## src/ind_b_defines.svh

```systemverilog
// offsets, field positions, reset values and timing counts for the second indicator
// assumes a 100 MHz core clock and 16-bit management register access
`ifndef IND_B_DEFINES_SVH
`define IND_B_DEFINES_SVH

`define BLINK_TIMES_ADDR 16'h8c81
`define CTRL_ADDR 16'h8c82
`define BLINK_TIMES_RESET 16'h3636
`define CTRL_RESET 16'h8480

`define ON_MSB 15
`define ON_LSB 8
`define OFF_MSB 7
`define OFF_LSB 0
`define EN_BIT 15
`define QUAL_BIT 14
`define STYLE_BIT 13
`define SRC_MSB 12
`define SRC_LSB 8

`define CLK_PERIOD_NS 10
`define TICK_MS 4
`define TICK_NS (`TICK_MS * 1000000)
`define WINDOW_MIN_MS 640
`define WINDOW_MAX_MS 1500
`define GRADE_STEPS 10

`endif

```

## src/ind_b_pkg.sv

```systemverilog
// types shared by the indicator controller and its phase timer
// assumes nothing beyond the defines header
package ind_b_pkg;

  typedef enum logic [4:0] {
    SRC_LINK_ANY_TRAFFIC = 5'h00,
    SRC_LINK_TRANSMIT_TRAFFIC = 5'h01,
    SRC_LINK_RECEIVE_TRAFFIC = 5'h02,
    SRC_TRANSMIT_TRAFFIC = 5'h05,
    SRC_RECEIVE_TRAFFIC = 5'h06,
    SRC_LINK_RECEIVE_FAULT = 5'h07,
    SRC_LINK_ANY_FAULT = 5'h08,
    SRC_RECEIVE_FAULT = 5'h09,
    SRC_TRANSMIT_FRAME_BEGIN = 5'h0b,
    SRC_RECEIVE_FRAME_BEGIN = 5'h0c,
    SRC_ON = 5'h0d,
    SRC_OFF = 5'h0e,
    SRC_BLINK = 5'h0f,
    STAT_HIGH_SWING_LEVEL = 5'h10,
    STAT_LOW_SWING_LEVEL = 5'h11,
    STAT_ROLE_LEADER = 5'h12,
    STAT_ROLE_FOLLOWER = 5'h13,
    STAT_LINK_CONFIG_MISMATCH = 5'h14,
    STAT_NEGOTIATED_LINK_OK = 5'h15,
    STAT_NEGOTIATION_DONE = 5'h16,
    STAT_TEST_TIMER = 5'h17,
    STAT_LOCAL_RECEIVER_OK = 5'h18,
    STAT_REMOTE_RECEIVER_OK = 5'h19,
    OUT_REFERENCE_CLOCK = 5'h1a,
    OUT_TRANSMIT_CLOCK = 5'h1b,
    OUT_INTERNAL_FAST_CLOCK = 5'h1c
  } ind_src_t;

  typedef struct packed {
    logic link_up;
    logic tx_act;
    logic rx_act;
    logic tx_err;
    logic rx_err;
    logic src_transmit_frame_begin;
    logic src_receive_frame_begin;
  } traffic_t;

  typedef struct packed {
    logic high_swing;
    logic low_swing;
    logic role_leader;
    logic role_follower;
    logic link_config_mismatch;
    logic negotiated_link_ok;
    logic negotiation_done;
    logic test_timer;
    logic local_receiver_ok;
    logic remote_receiver_ok;
  } status_t;

  typedef struct packed {
    logic reference;
    logic transmit;
    logic internal_fast;
  } clk_taps_t;

  typedef enum {PH_IDLE, PH_OFF, PH_ON} phase_state_t;

endpackage

```

## src/ind_b_ctrl.sv

```systemverilog
// second status indicator controller: blink timing, source select, link gating
// assumes register strobes and all status inputs are synchronous to CLK_IN
`timescale 1ns/1ps
`include "ind_b_defines.svh"
module ind_b_ctrl
  import ind_b_pkg::*;
#(
  parameter int TICK_CYCLES = `TICK_NS / `CLK_PERIOD_NS,
  parameter int WINDOW_TICKS = `WINDOW_MIN_MS / `TICK_MS
) (
  input wire logic CLK_IN,
  input wire logic RESET_N_IN,
  input wire logic [15:0] REG_ADDR_IN,
  input wire logic [15:0] REG_WDATA_IN,
  input wire logic REG_WR_IN,
  input wire logic REG_RD_IN,
  output logic [15:0] REG_RDATA_OUT,
  input wire traffic_t TRAFFIC_IN,
  input wire status_t STATUS_IN,
  input wire clk_taps_t CLK_TAPS_IN,
  output logic INDICATOR_B_PIN_OUT
);

  logic [15:0] blink_times;
  logic [15:0] ctrl;
  logic [31:0] tick_cnt;
  logic [15:0] win_cnt;
  logic [15:0] busy_ticks;
  logic busy_in_tick;
  logic [3:0] level;
  logic act_seen;

  // register access
  wire wr_times = REG_WR_IN && (REG_ADDR_IN == `BLINK_TIMES_ADDR);
  wire wr_ctrl = REG_WR_IN && (REG_ADDR_IN == `CTRL_ADDR);
  wire [15:0] read_mux = (REG_ADDR_IN == `BLINK_TIMES_ADDR) ? blink_times :
                         (REG_ADDR_IN == `CTRL_ADDR) ? ctrl : 16'h0000;

  always_ff @(posedge CLK_IN or negedge RESET_N_IN) begin
    if (!RESET_N_IN) begin
      blink_times <= `BLINK_TIMES_RESET;
      ctrl <= `CTRL_RESET;
      REG_RDATA_OUT <= 16'h0000;
    end else begin
      if (wr_times) begin
        blink_times <= REG_WDATA_IN;
      end
      if (wr_ctrl) begin
        ctrl <= REG_WDATA_IN;
      end
      if (REG_RD_IN) begin
        REG_RDATA_OUT <= read_mux;
      end
    end
  end

  wire [7:0] ind_b_on_time_count = blink_times[`ON_MSB:`ON_LSB];
  wire [7:0] ind_b_off_time_count = blink_times[`OFF_MSB:`OFF_LSB];
  wire ind_b_output_enable = ctrl[`EN_BIT];
  wire ind_b_gate_with_link = ctrl[`QUAL_BIT];
  wire ind_b_blink_style = ctrl[`STYLE_BIT];
  wire [4:0] ind_b_source_select = ctrl[`SRC_MSB:`SRC_LSB];
  wire [4:0] src = ind_b_source_select;

  // 4 ms time base
  wire tick = (tick_cnt == 32'(TICK_CYCLES - 1));

  always_ff @(posedge CLK_IN or negedge RESET_N_IN) begin
    if (!RESET_N_IN) begin
      tick_cnt <= '0;
    end else begin
      tick_cnt <= tick ? '0 : tick_cnt + 1'b1;
    end
  end

  // source decode
  wire link = TRAFFIC_IN.link_up;
  wire link_combo = (src == SRC_LINK_ANY_TRAFFIC) || (src == SRC_LINK_TRANSMIT_TRAFFIC) ||
                    (src == SRC_LINK_RECEIVE_TRAFFIC) || (src == SRC_LINK_RECEIVE_FAULT) ||
                    (src == SRC_LINK_ANY_FAULT);
  wire pure_traffic = (src == SRC_TRANSMIT_TRAFFIC) || (src == SRC_RECEIVE_TRAFFIC) ||
                      (src == SRC_RECEIVE_FAULT) || (src == SRC_TRANSMIT_FRAME_BEGIN) ||
                      (src == SRC_RECEIVE_FRAME_BEGIN);
  wire traffic_src = link_combo || pure_traffic;
  wire act_now =
    (src == SRC_LINK_ANY_TRAFFIC) ? (TRAFFIC_IN.tx_act | TRAFFIC_IN.rx_act) :
    (src == SRC_LINK_TRANSMIT_TRAFFIC) ? TRAFFIC_IN.tx_act :
    (src == SRC_LINK_RECEIVE_TRAFFIC) ? TRAFFIC_IN.rx_act :
    (src == SRC_TRANSMIT_TRAFFIC) ? TRAFFIC_IN.tx_act :
    (src == SRC_RECEIVE_TRAFFIC) ? TRAFFIC_IN.rx_act :
    (src == SRC_LINK_RECEIVE_FAULT) ? TRAFFIC_IN.rx_err :
    (src == SRC_LINK_ANY_FAULT) ? (TRAFFIC_IN.rx_err | TRAFFIC_IN.tx_err) :
    (src == SRC_RECEIVE_FAULT) ? TRAFFIC_IN.rx_err :
    (src == SRC_TRANSMIT_FRAME_BEGIN) ? TRAFFIC_IN.src_transmit_frame_begin :
    (src == SRC_RECEIVE_FRAME_BEGIN) ? TRAFFIC_IN.src_receive_frame_begin : 1'b0;

  // swing-level and role sources take the optional link gate; the rest never do
  wire gate_ok = !ind_b_gate_with_link || link;
  wire status_val =
    (src == STAT_HIGH_SWING_LEVEL) ? (STATUS_IN.high_swing & gate_ok) :
    (src == STAT_LOW_SWING_LEVEL) ? (STATUS_IN.low_swing & gate_ok) :
    (src == STAT_ROLE_LEADER) ? (STATUS_IN.role_leader & gate_ok) :
    (src == STAT_ROLE_FOLLOWER) ? (STATUS_IN.role_follower & gate_ok) :
    (src == STAT_LINK_CONFIG_MISMATCH) ? STATUS_IN.link_config_mismatch :
    (src == STAT_NEGOTIATED_LINK_OK) ? STATUS_IN.negotiated_link_ok :
    (src == STAT_NEGOTIATION_DONE) ? STATUS_IN.negotiation_done :
    (src == STAT_TEST_TIMER) ? STATUS_IN.test_timer :
    (src == STAT_LOCAL_RECEIVER_OK) ? STATUS_IN.local_receiver_ok :
    (src == STAT_REMOTE_RECEIVER_OK) ? STATUS_IN.remote_receiver_ok : 1'b0;
  wire status_src = (src >= STAT_HIGH_SWING_LEVEL) && (src <= STAT_REMOTE_RECEIVER_OK);
  wire clock_src = (src >= OUT_REFERENCE_CLOCK) && (src <= OUT_INTERNAL_FAST_CLOCK);
  wire clock_val = (src == OUT_REFERENCE_CLOCK) ? CLK_TAPS_IN.reference :
                   (src == OUT_TRANSMIT_CLOCK) ? CLK_TAPS_IN.transmit : CLK_TAPS_IN.internal_fast;

  // activity grading over a window of 4 ms ticks
  wire win_end = tick && (win_cnt == 16'(WINDOW_TICKS - 1));
  // the closing tick counts too, else a fully busy window could never reach level 10
  wire [15:0] busy_total = busy_ticks + 16'(busy_in_tick || act_now);
  logic [3:0] next_level;
  always_comb begin
    next_level = 4'h0;
    for (int k = 1; k <= `GRADE_STEPS; k++) begin
      if (32'(busy_total) * `GRADE_STEPS >= 32'(k * WINDOW_TICKS)) begin
        next_level = 4'(k);
      end
    end
  end

  always_ff @(posedge CLK_IN or negedge RESET_N_IN) begin
    if (!RESET_N_IN) begin
      win_cnt <= '0;
      busy_ticks <= '0;
      busy_in_tick <= 1'b0;
      level <= 4'h0;
    end else begin
      busy_in_tick <= act_now || (busy_in_tick && !tick);
      if (tick) begin
        win_cnt <= win_end ? '0 : win_cnt + 1'b1;
        busy_ticks <= win_end ? '0 : busy_ticks + 16'(busy_in_tick || act_now);
      end
      if (win_end) begin
        level <= next_level;
      end
    end
  end

  // style 1 scales the lengths by tenths: x / 10 taken as x * 205 >> 11
  wire [11:0] on_prod = 12'(ind_b_on_time_count * (4'd10 - level));
  wire [12:0] off_prod = 13'(ind_b_off_time_count * (5'd10 + 5'(level)));
  wire [22:0] on_div = 23'(on_prod) * 23'd205;
  wire [23:0] off_div = 24'(off_prod) * 24'd205;
  wire [8:0] off_scaled = off_div[19:11];
  wire [7:0] on_len = ind_b_blink_style ? on_div[18:11] : ind_b_on_time_count;
  wire [7:0] off_len = !ind_b_blink_style ? ind_b_off_time_count :
                       off_scaled[8] ? 8'hff : off_scaled[7:0];

  // short traffic pulses hold the blink going until the current cycle completes
  logic cycle_done;
  logic phase_on;
  wire times_zero = (ind_b_on_time_count == 8'h00) && (ind_b_off_time_count == 8'h00);
  wire traffic_blink = traffic_src && !times_zero && (act_now || act_seen) && (!link_combo || link);
  wire blink_run = ind_b_output_enable && ((src == SRC_BLINK) || traffic_blink);

  always_ff @(posedge CLK_IN or negedge RESET_N_IN) begin
    if (!RESET_N_IN) begin
      act_seen <= 1'b0;
    end else begin
      act_seen <= act_now || (act_seen && !cycle_done && blink_run);
    end
  end

  ind_b_phaser #(.LEN_W(8)) u_phaser (
    .clk_in(CLK_IN),
    .reset_n_in(RESET_N_IN),
    .tick_in(tick),
    .run_in(blink_run),
    .start_on_in(ind_b_blink_style),
    .on_len_in(on_len),
    .off_len_in(off_len),
    .phase_on_out(phase_on),
    .cycle_done_out(cycle_done)
  );

  // idle level of a traffic source when no blink runs
  wire traffic_idle = times_zero ? (link_combo ? (link && !act_now) : act_now) :
                      (link_combo ? link : 1'b0);
  wire next_pin = !ind_b_output_enable ? 1'b0 :
                  clock_src ? clock_val :
                  status_src ? status_val :
                  (src == SRC_ON) ? 1'b1 :
                  blink_run ? phase_on :
                  traffic_src ? traffic_idle : 1'b0;

  always_ff @(posedge CLK_IN or negedge RESET_N_IN) begin
    if (!RESET_N_IN) begin
      INDICATOR_B_PIN_OUT <= 1'b0;
    end else begin
      INDICATOR_B_PIN_OUT <= next_pin;
    end
  end
endmodule

```

## src/ind_b_phaser.sv

```systemverilog
// on/off phase timer for the indicator blink, counted in 4 ms ticks
// assumes tick is a one-cycle pulse and the lengths are held stable by the caller
`timescale 1ns/1ps
`include "ind_b_defines.svh"
module ind_b_phaser
  import ind_b_pkg::*;
#(
  parameter int LEN_W = 8
) (
  input wire logic clk_in,
  input wire logic reset_n_in,
  input wire logic tick_in,
  input wire logic run_in,
  input wire logic start_on_in,
  input wire logic [LEN_W-1:0] on_len_in,
  input wire logic [LEN_W-1:0] off_len_in,
  output logic phase_on_out,
  output logic cycle_done_out
);

  phase_state_t state;
  logic [LEN_W-1:0] remain;
  // a phase ends on the tick that spends its last unit, so a steady phase of length 1 or more lasts exactly its length
  wire phase_end = tick_in && (remain[LEN_W-1:1] == '0);
  wire leaving_on = phase_end && (state == PH_ON);
  wire leaving_off = phase_end && (state == PH_OFF);

  always_ff @(posedge clk_in or negedge reset_n_in) begin
    if (!reset_n_in) begin
      state <= PH_IDLE;
      remain <= '0;
    end else if (!run_in) begin
      state <= PH_IDLE;
      remain <= '0;
    end else begin
      case (state)
        PH_IDLE: begin
          state <= start_on_in ? PH_ON : PH_OFF;
          remain <= start_on_in ? on_len_in : off_len_in;
        end
        PH_OFF: begin
          if (phase_end) begin
            state <= PH_ON;
            remain <= on_len_in;
          end else if (tick_in) begin
            remain <= remain - 1'b1;
          end
        end
        PH_ON: begin
          if (phase_end) begin
            state <= PH_OFF;
            remain <= off_len_in;
          end else if (tick_in) begin
            remain <= remain - 1'b1;
          end
        end
        default: state <= PH_IDLE;
      endcase
    end
  end

  assign phase_on_out = (state == PH_ON);
  // a cycle ends when the second of its two phases runs out
  assign cycle_done_out = run_in && (start_on_in ? leaving_off : leaving_on);
endmodule

```

## config.mk

```make
export PLATFORM = sky130hd
export DESIGN_NAME = ind_b_ctrl
export DESIGN_NICKNAME = d
export VERILOG_FILES = /design/src/ind_b_pkg.sv /design/src/ind_b_ctrl.sv /design/src/ind_b_phaser.sv
export VERILOG_INCLUDE_DIRS = /design/src
export SDC_FILE = /design/constraint.sdc
export NUM_CORES = 1
export LEC_CHECK = 0
export ABC_CLOCK_PERIOD_IN_PS = 8400
export BUFFER_PORTS_ARGS = -buffer_cell sky130_fd_sc_hd__buf_2
export CORE_ASPECT_RATIO = 0.8
export CORE_UTILIZATION = 58
export DETAILED_ROUTE_END_ITERATION = 6
export GPL_ROUTABILITY_DRIVEN = 0
export MAX_ROUTING_LAYER = met4
export PLACE_DENSITY = 0.78
export SYNTH_ARGS = -nofsm -noshare
export SYNTH_HDL_FRONTEND = slang
export SYNTH_SLANG_ARGS = --single-unit
```

## constraint.sdc

```tcl
create_clock -name CLK_IN -period 8.4 [get_ports CLK_IN]
set_input_delay 0.42 -clock CLK_IN [delete_from_list [all_inputs] [get_ports CLK_IN]]
set_output_delay 0.42 -clock CLK_IN [all_outputs]
set_load 0.03 [all_outputs]
```

==> flow_summary.toml, run 1 <==
[setup_path]
r2r_cells = 33
startpoint = "level[2]"
ff2ff_setup_slack_ns = 0.33
r2r_start = "level[2]"
crit_path_start_kind = "register"
crit_path_end_kind = "register"
slowest_stage = "fa_1"
worst-path-max-fanout = 5
r2r-end = "u_phaser.remain[6]"
crit_path_max_incr_delay_ns = 0.56
critical_path.endpoint = "u_phaser.remain[6]"
critPathRequiredTime_ns = 8.72
arrival_ns = 8.39
crit_type = "reg2reg"

[routing]
dr.pass1.iters = 5
avgViaCountPerCell = 5.93
wl_per_cell_um = 17.5
ant_nets = 0
drtIter0Drc = 1081
route.detailed.drc = 0
wl_um = 34200
vias = 11567

[grt]
gr-total-overflow = 0
grt_pass1_wl_um = 55700
antenna_found_initial = 3
grt_usage_pct = 28.6
grt_pass1_vias = 11366
grt_max_degree = 82

[timing]
drv_slew = 0
worst_pin_slew_ns = 1.01
hold_viol = 0
setup_tns_ns = 0
hold_ws_ns = 0.0231
fin_crit_sh_pct = 96.1
min_period_ns = 8.07
slew_headroom_pct = 33.0
max_freq_mhz = 124
grt_setup_unrepaired = "yes"
finalSetupViolations = 0
fin_skew_ns = 0.0140

[synth]
synth-edff-count = 0
syn_nets = 1874
yosysWarnings = 0
yosys_most_used_dff = "dfrtp_1"
syn_inst = 1552
async_flop_share_pct = 100
synth_seq_cells = 129
netlist_area_sq_um = 14000
ys_types = 79
synth_seq_area_share_pct = 23.2
avgSynthCellArea_sq_um = 9.00

[placement]
io_buffers = 72
placedCellCount = 1907
dpl_cell_area_sq_um = 14700
dpl.hpwl_um = 25400

[clock_network]
clock_path_buffers = 2
cts_tree = "done"
clkLatencyLatePin_ns = 0.42
cts_root_buf = "clkbuf_16"
cts.hold.buffers_added = 0
numClockSinks = 129
cts_buffers = 17
h-tree-depth = 4
clkTransAtPathRegs_ns = 0.07

[cells_and_area]
nFillCells = 1837
final_area_sq_um = 15700
regArea_sq_um = 3240
area_growth_pct = 12.8
final_nets = 1946
multiInputGateArea_sq_um = 10100
stdcell_count = 1952
utilization_pct = 67.0
drive_gt1_share_pct = 16.8

[power]
p_int_uw = 1090
ir_drop_mv = 0.136
p_leak_uw = 0.00802
power_frac_seq_pct = 43.3
p_comb_share_pct = 4.2
p_clk_share_pct = 52.5
powerDensity_nw_per_um2 = 92.4
switchingPower_uw = 361
p_sw_share_pct = 24.8

[outcome]
status = "completed"

[die]
ios = 73
dieWidth_um = 175
dieArea_sq_um = 24700
initial_core_util_pct = 59.4
die_y_um = 141
rows = 50
placeableCoreArea_sq_um = 23500

[worst_hold_path]
hp-class = "in2async"

[job]
maxCapViolCount = 0
## through the flow
stage                     power (uW)  worst slack [ns]
after floorplan                  665             0.284
after global placement           701            0.0942
after detailed placement         702            -0.173
after CTS                       1460          0.000889
after global routing            1490            -0.168
final                           1460             0.327
## worst max-delay path: cells and delay by family (launching register included)
| family | cells | cell delay, ns |
|---|---|---|
| AOI/OAI and AO/OA | 5 | 0.69 |
| xor gates and xnor gates | 2 | 0.23 |
| adders and majority gates | 10 | 4.24 |
| buffers and inverters | 8 | 0.63 |
| DFF | 1 | 0.48 |
| and+or+nand+nor | 8 | 1.72 |
## cell usage in the layout (no fill, tap or decap), drive strengths merged, types with 36 or more instances in the layout
| cell type | Yosys | final |
|---|---|---|
| a21oi | 78 | 78 |
| and2 | 46 | 46 |
| buf | 14 | 113 |
| dfrtp | 118 | 118 |
| fa | 85 | 85 |
| ha | 181 | 181 |
| inv | 192 | 200 |
| mux2 | 36 | 36 |
| nand2 | 96 | 96 |
| nand3 | 45 | 45 |
| nor2 | 97 | 97 |
| o21ai | 66 | 66 |
| xnor2 | 74 | 74 |
| xor2 | 42 | 42 |
## metal layers
metal  global-route usage [%]  vias to the layer above  part of all wire (%)
met1                     39.5                     5624                    45
li1                         -                     5466                     -
met5                        -                        -                     0
met2                     44.4                      416                    46
met4                     6.45                        0                   1.9
met3                     4.29                       61                   7.1
## worst min-delay path by stage
| stage | from | endpoint | slack [ns] | cells past startpoint |
|---|---|---|---|---|
| floorplan | RESET_N_IN | INDICATOR_B_PIN_OUT | 0.12 | 0 |
| CTS | RESET_N_IN | tick_cnt[16] | 0.04 | 1 |
| global route | RESET_N_IN | REG_RDATA_OUT[15] | 0.06 | 1 |
| finish | RESET_N_IN | tick_cnt[16] | 0.02 | 1 |
| detailed placement | win_cnt[15] | win_cnt[15] | 0.47 | 1 |
| global placement | busy_in_tick | busy_in_tick | 0.45 | 1 |
## state kept, by name, indices dropped and copies added, names as in the netlist
signal	cells
tick_cnt	32
REG_RDATA_OUT	16
win_cnt	16
act_seen	1
busy_in_tick	1
ctrl	16
level	4
blink_times	16
u_phaser.state	2
u_phaser.remain	8
INDICATOR_B_PIN_OUT	1
busy_ticks	16
## synthesized netlist by cell type (all sizes together), types with 13 or more instances
cell	instances	area (sq um)
a21o	13	97.6
a21oi	78	398
a22oi	23	173
and2	46	288
and3	30	193
buf	14	68.8
clkbuf	46	174
dfrtp	118	2950
fa	85	1700
ha	181	2260
inv	192	721
mux2	36	405
nand2	96	360
nand2b	20	125
nand3	45	230
nand4	20	125
nor2	97	367
nor2b	32	200
nor3	24	120
o21ai	66	334
xnor2	74	656
xor2	42	368
## power by group through the flow
stage / Sequential [uW] / Clock [uW] / Combinational, uW
after global placement: 642 / 0 / 59.4
after global routing: 631 / 792 / 66.9
after floorplan: 652 / 0 / 12.8
final: 631 / 765 / 60.5
after detailed placement: 642 / 0 / 60.5
after CTS: 631 / 766 / 60.9
## kinds of logic after synthesis
group	Yosys count	synth area share, %
buffers and inverters	252	6.90
AND/OR/NAND/NOR	459	17.2
XOR/XNOR	116	7.33
multiplexers	47	3.78
adder cells (fa/ha/maj)	267	28.5
flip-flops	129	23.2
AO/OA/AOI/OAI	282	13.1
## cell type report
cell class / count / area share [%]
Antenna cell: 3 / 0.0477
Sequential cell: 129 / 20.6
Timing Repair Buffer: 113 / 4.26
Clock buffer: 18 / 2.73
Multi-Input combinational cell: 1171 / 64.2
Tap cell: 312 / 2.48
Inverter: 192 / 4.59
Clock inverter: 14 / 1.06
## repair_timing
item,CTS,global route
endpoints found under the setup margin,6,8
pin swaps,0,36
buffers inserted,0,10
resized for setup,4,65
Note: power is estimated with default switching activity, not from simulation.
==> run 2, diff against run 1 <==
--- a/config.mk
+++ b/config.mk
@@ -14,6 +14,7 @@
 export GPL_ROUTABILITY_DRIVEN = 0
 export MAX_ROUTING_LAYER = met4
 export PLACE_DENSITY = 0.78
+export RECOVER_POWER = 100
 export SYNTH_ARGS = -nofsm -noshare
 export SYNTH_HDL_FRONTEND = slang
 export SYNTH_SLANG_ARGS = --single-unit
==> run 2 against run 1 <==
  * Register-to-register slack hardly changed
  * Die area stayed put
  * Global-route usage stayed put
  * Setup slack better by 0.0088 ns
  * Power is 0.11% lower
  * Largest power group unchanged
  * Clock-buffer cell count stayed put
  * Combinational power is 3.5% lower
  * Non-clock buffer count stayed put
  * Clock skew hardly changed
  * The run now ends with max-capacitance violations, max-slew violations left
  * Cell area is 0.49% lower
  * Highest routed layer unchanged
  * Hold slack better by 0.23 ns
==> flow_summary.toml, run 2 (synthesis gave the netlist of run 1 again) <==
[outcome]
status = "complete, but fails checks"
violations = "max-capacitance violations, max-slew violations"

[grt]
gr-total-overflow = 0
grt_pass1_wl_um = 55700
use_met3_pct = 4.29
grt_usage_pct = 28.6
grtUsageMet2_pct = 44.4
grt_max_degree = 82
antenna_found_initial = 3
grt_pass1_vias = 11366
grt_use_met1_pct = 39.5
top_usage_layer = "met2"

[clock_network]
cts_tree = "done"
cts_root_buf = "clkbuf_16"
cts_buffers = 17
clock_path_buffers = 2
h-tree-depth = 4
clkTransAtPathRegs_ns = 0.07
clkLatencyLatePin_ns = 0.42
cts.hold.buffers_added = 0
numClockSinks = 129

[cells_and_area]
drive_gt1_share_pct = 14.9
utilization_pct = 66.6
final_cell_mix = "inv_1 (189), ha_1 (171), dfrtp_1 (116)"
largest_reg_flops = 32
nFillCells = 1851
final_nets = 1946
top_register = "tick_cnt"
area_growth_pct = 12.2
final_common_cell = "inv_1"

[power]
powerDensity_nw_per_um2 = 92.8
p_leak_uw = 0.00794
finalPower_uw = 1450
ir_drop_mv = 0.137

[setup_path]
cpMostUsedCell = "fa_1"
startpoint = "level[2]"
critPathRequiredTime_ns = 8.72
crit_path_max_incr_delay_ns = 0.56
crit_path_end_kind = "register"
slowest_stage = "fa_1"
crit_path_start_kind = "register"
crit_type = "reg2reg"
worst-path-max-fanout = 5
r2r_start = "level[2]"
ff2ff_setup_slack_ns = 0.34
arrival_ns = 8.39

[die]
die_y_um = 141
initial_core_util_pct = 59.4
ios = 73
rows = 50
dieWidth_um = 175
placeableCoreArea_sq_um = 23500
dieArea_sq_um = 24700

[timing]
grt_setup_unrepaired = "yes"
setup_ws_ns = 0.336
max_freq_mhz = 124
drv_slew = 132
min_period_ns = 8.06
fin_skew_ns = 0.0144
hold_ws_ns = 0.250
fin_crit_sh_pct = 96.0
worst_pin_slew_ns = 4.17
hold_viol = 0
slew_headroom_pct = -178
finalSetupViolations = 0

[routing]
wl_per_cell_um = 17.5
ant_nets = 0
wl_um = 34200
drtIter0Drc = 1098
route.detailed.drc = 0
dr.pass1.iters = 6
avgViaCountPerCell = 5.94
vias = 11588

[worst_hold_path]
hp-class = "in2reg"
min_from = "REG_WDATA_IN[6]"

[job]
maxCapViolCount = 2

[placement]
dpl.hpwl_um = 25400
io_buffers = 72
pre_cts_slack_ns = -0.173
[run 2: cell count changes in the layout (fill, tap and decap cells not counted), sizes merged]
cell	before	now
buf	113	89
clkbuf	18	42
[run 2: path summary, 6_finish.rpt]
kind	end	cells past startpoint
max in group asynchronous	level[1]	2
min in group asynchronous	tick_cnt[16]	1
max reg2reg	u_phaser.remain[6]	29
max	u_phaser.remain[6]	29
min reg2reg	win_cnt[4]	1
min	blink_times[6]	2
[run 2: power by group]
part           switching, uW  total (uW)  leakage (uW)  internal [uW]
clock network            317         765      0.000287            448
logic                   40.9        58.4       0.00598           17.5
registers               3.72         631       0.00167            627
[run 2: layer usage]
| metal | share of wire, % | vias to the layer above |
|---|---|---|
| met2 | 46 | 415 |
| met5 | 0 | - |
| li1 | - | 5465 |
| met4 | 1.9 | 0 |
| met3 | 6.6 | 67 |
| met1 | 45 | 5641 |
[run 2: critical path, delay by kind of cell (launching register included)]
kind                     cells  cell delay (ns)
AO/OA/AOI/OAI                7             1.10
XOR/XNOR                     2             0.44
adder cells (fa/ha/maj)     10             4.32
buffers and inverters        5             0.27
flip-flops                   1             0.48
AND/OR/NAND/NOR              5             1.36
[run 2: timing repair]
| action | 4_1_cts | 5_1_grt |
|---|---|---|
| hold endpoints to repair | 0 | 0 |
| setup endpoints to repair | 6 | 8 |
| cloned | 0 | 0 |
| pin swaps | 0 | 36 |
| setup buffers | 0 | 10 |
| gates resized for setup | 4 | 65 |
[run 2: area by class of cell]
type / count / area, sq um / share of cell area [%]
Multi-Input combinational cell: 1171 / 10100 / 64.4
Sequential cell: 129 / 3240 / 20.7
Inverter: 192 / 723 / 4.61
Timing Repair Buffer: 113 / 623 / 3.98
Clock buffer: 18 / 429 / 2.74
Tap cell: 312 / 390 / 2.49
Clock inverter: 14 / 168 / 1.07
Antenna cell: 3 / 7.51 / 0.0479
[run 2: through the flow]
step | TNS, ns | cells | instance area [sq um]
2_1_floorplan | 0 | 1552 | 14000
3_3_place_gp | 0 | 1907 | 14700
3_5_place_dp | -0.517 | 1907 | 14700
4_1_cts | 0 | 1939 | 15300
5_1_grt | -0.236 | 1952 | 15700
6_report | 0 | 1952 | 15700
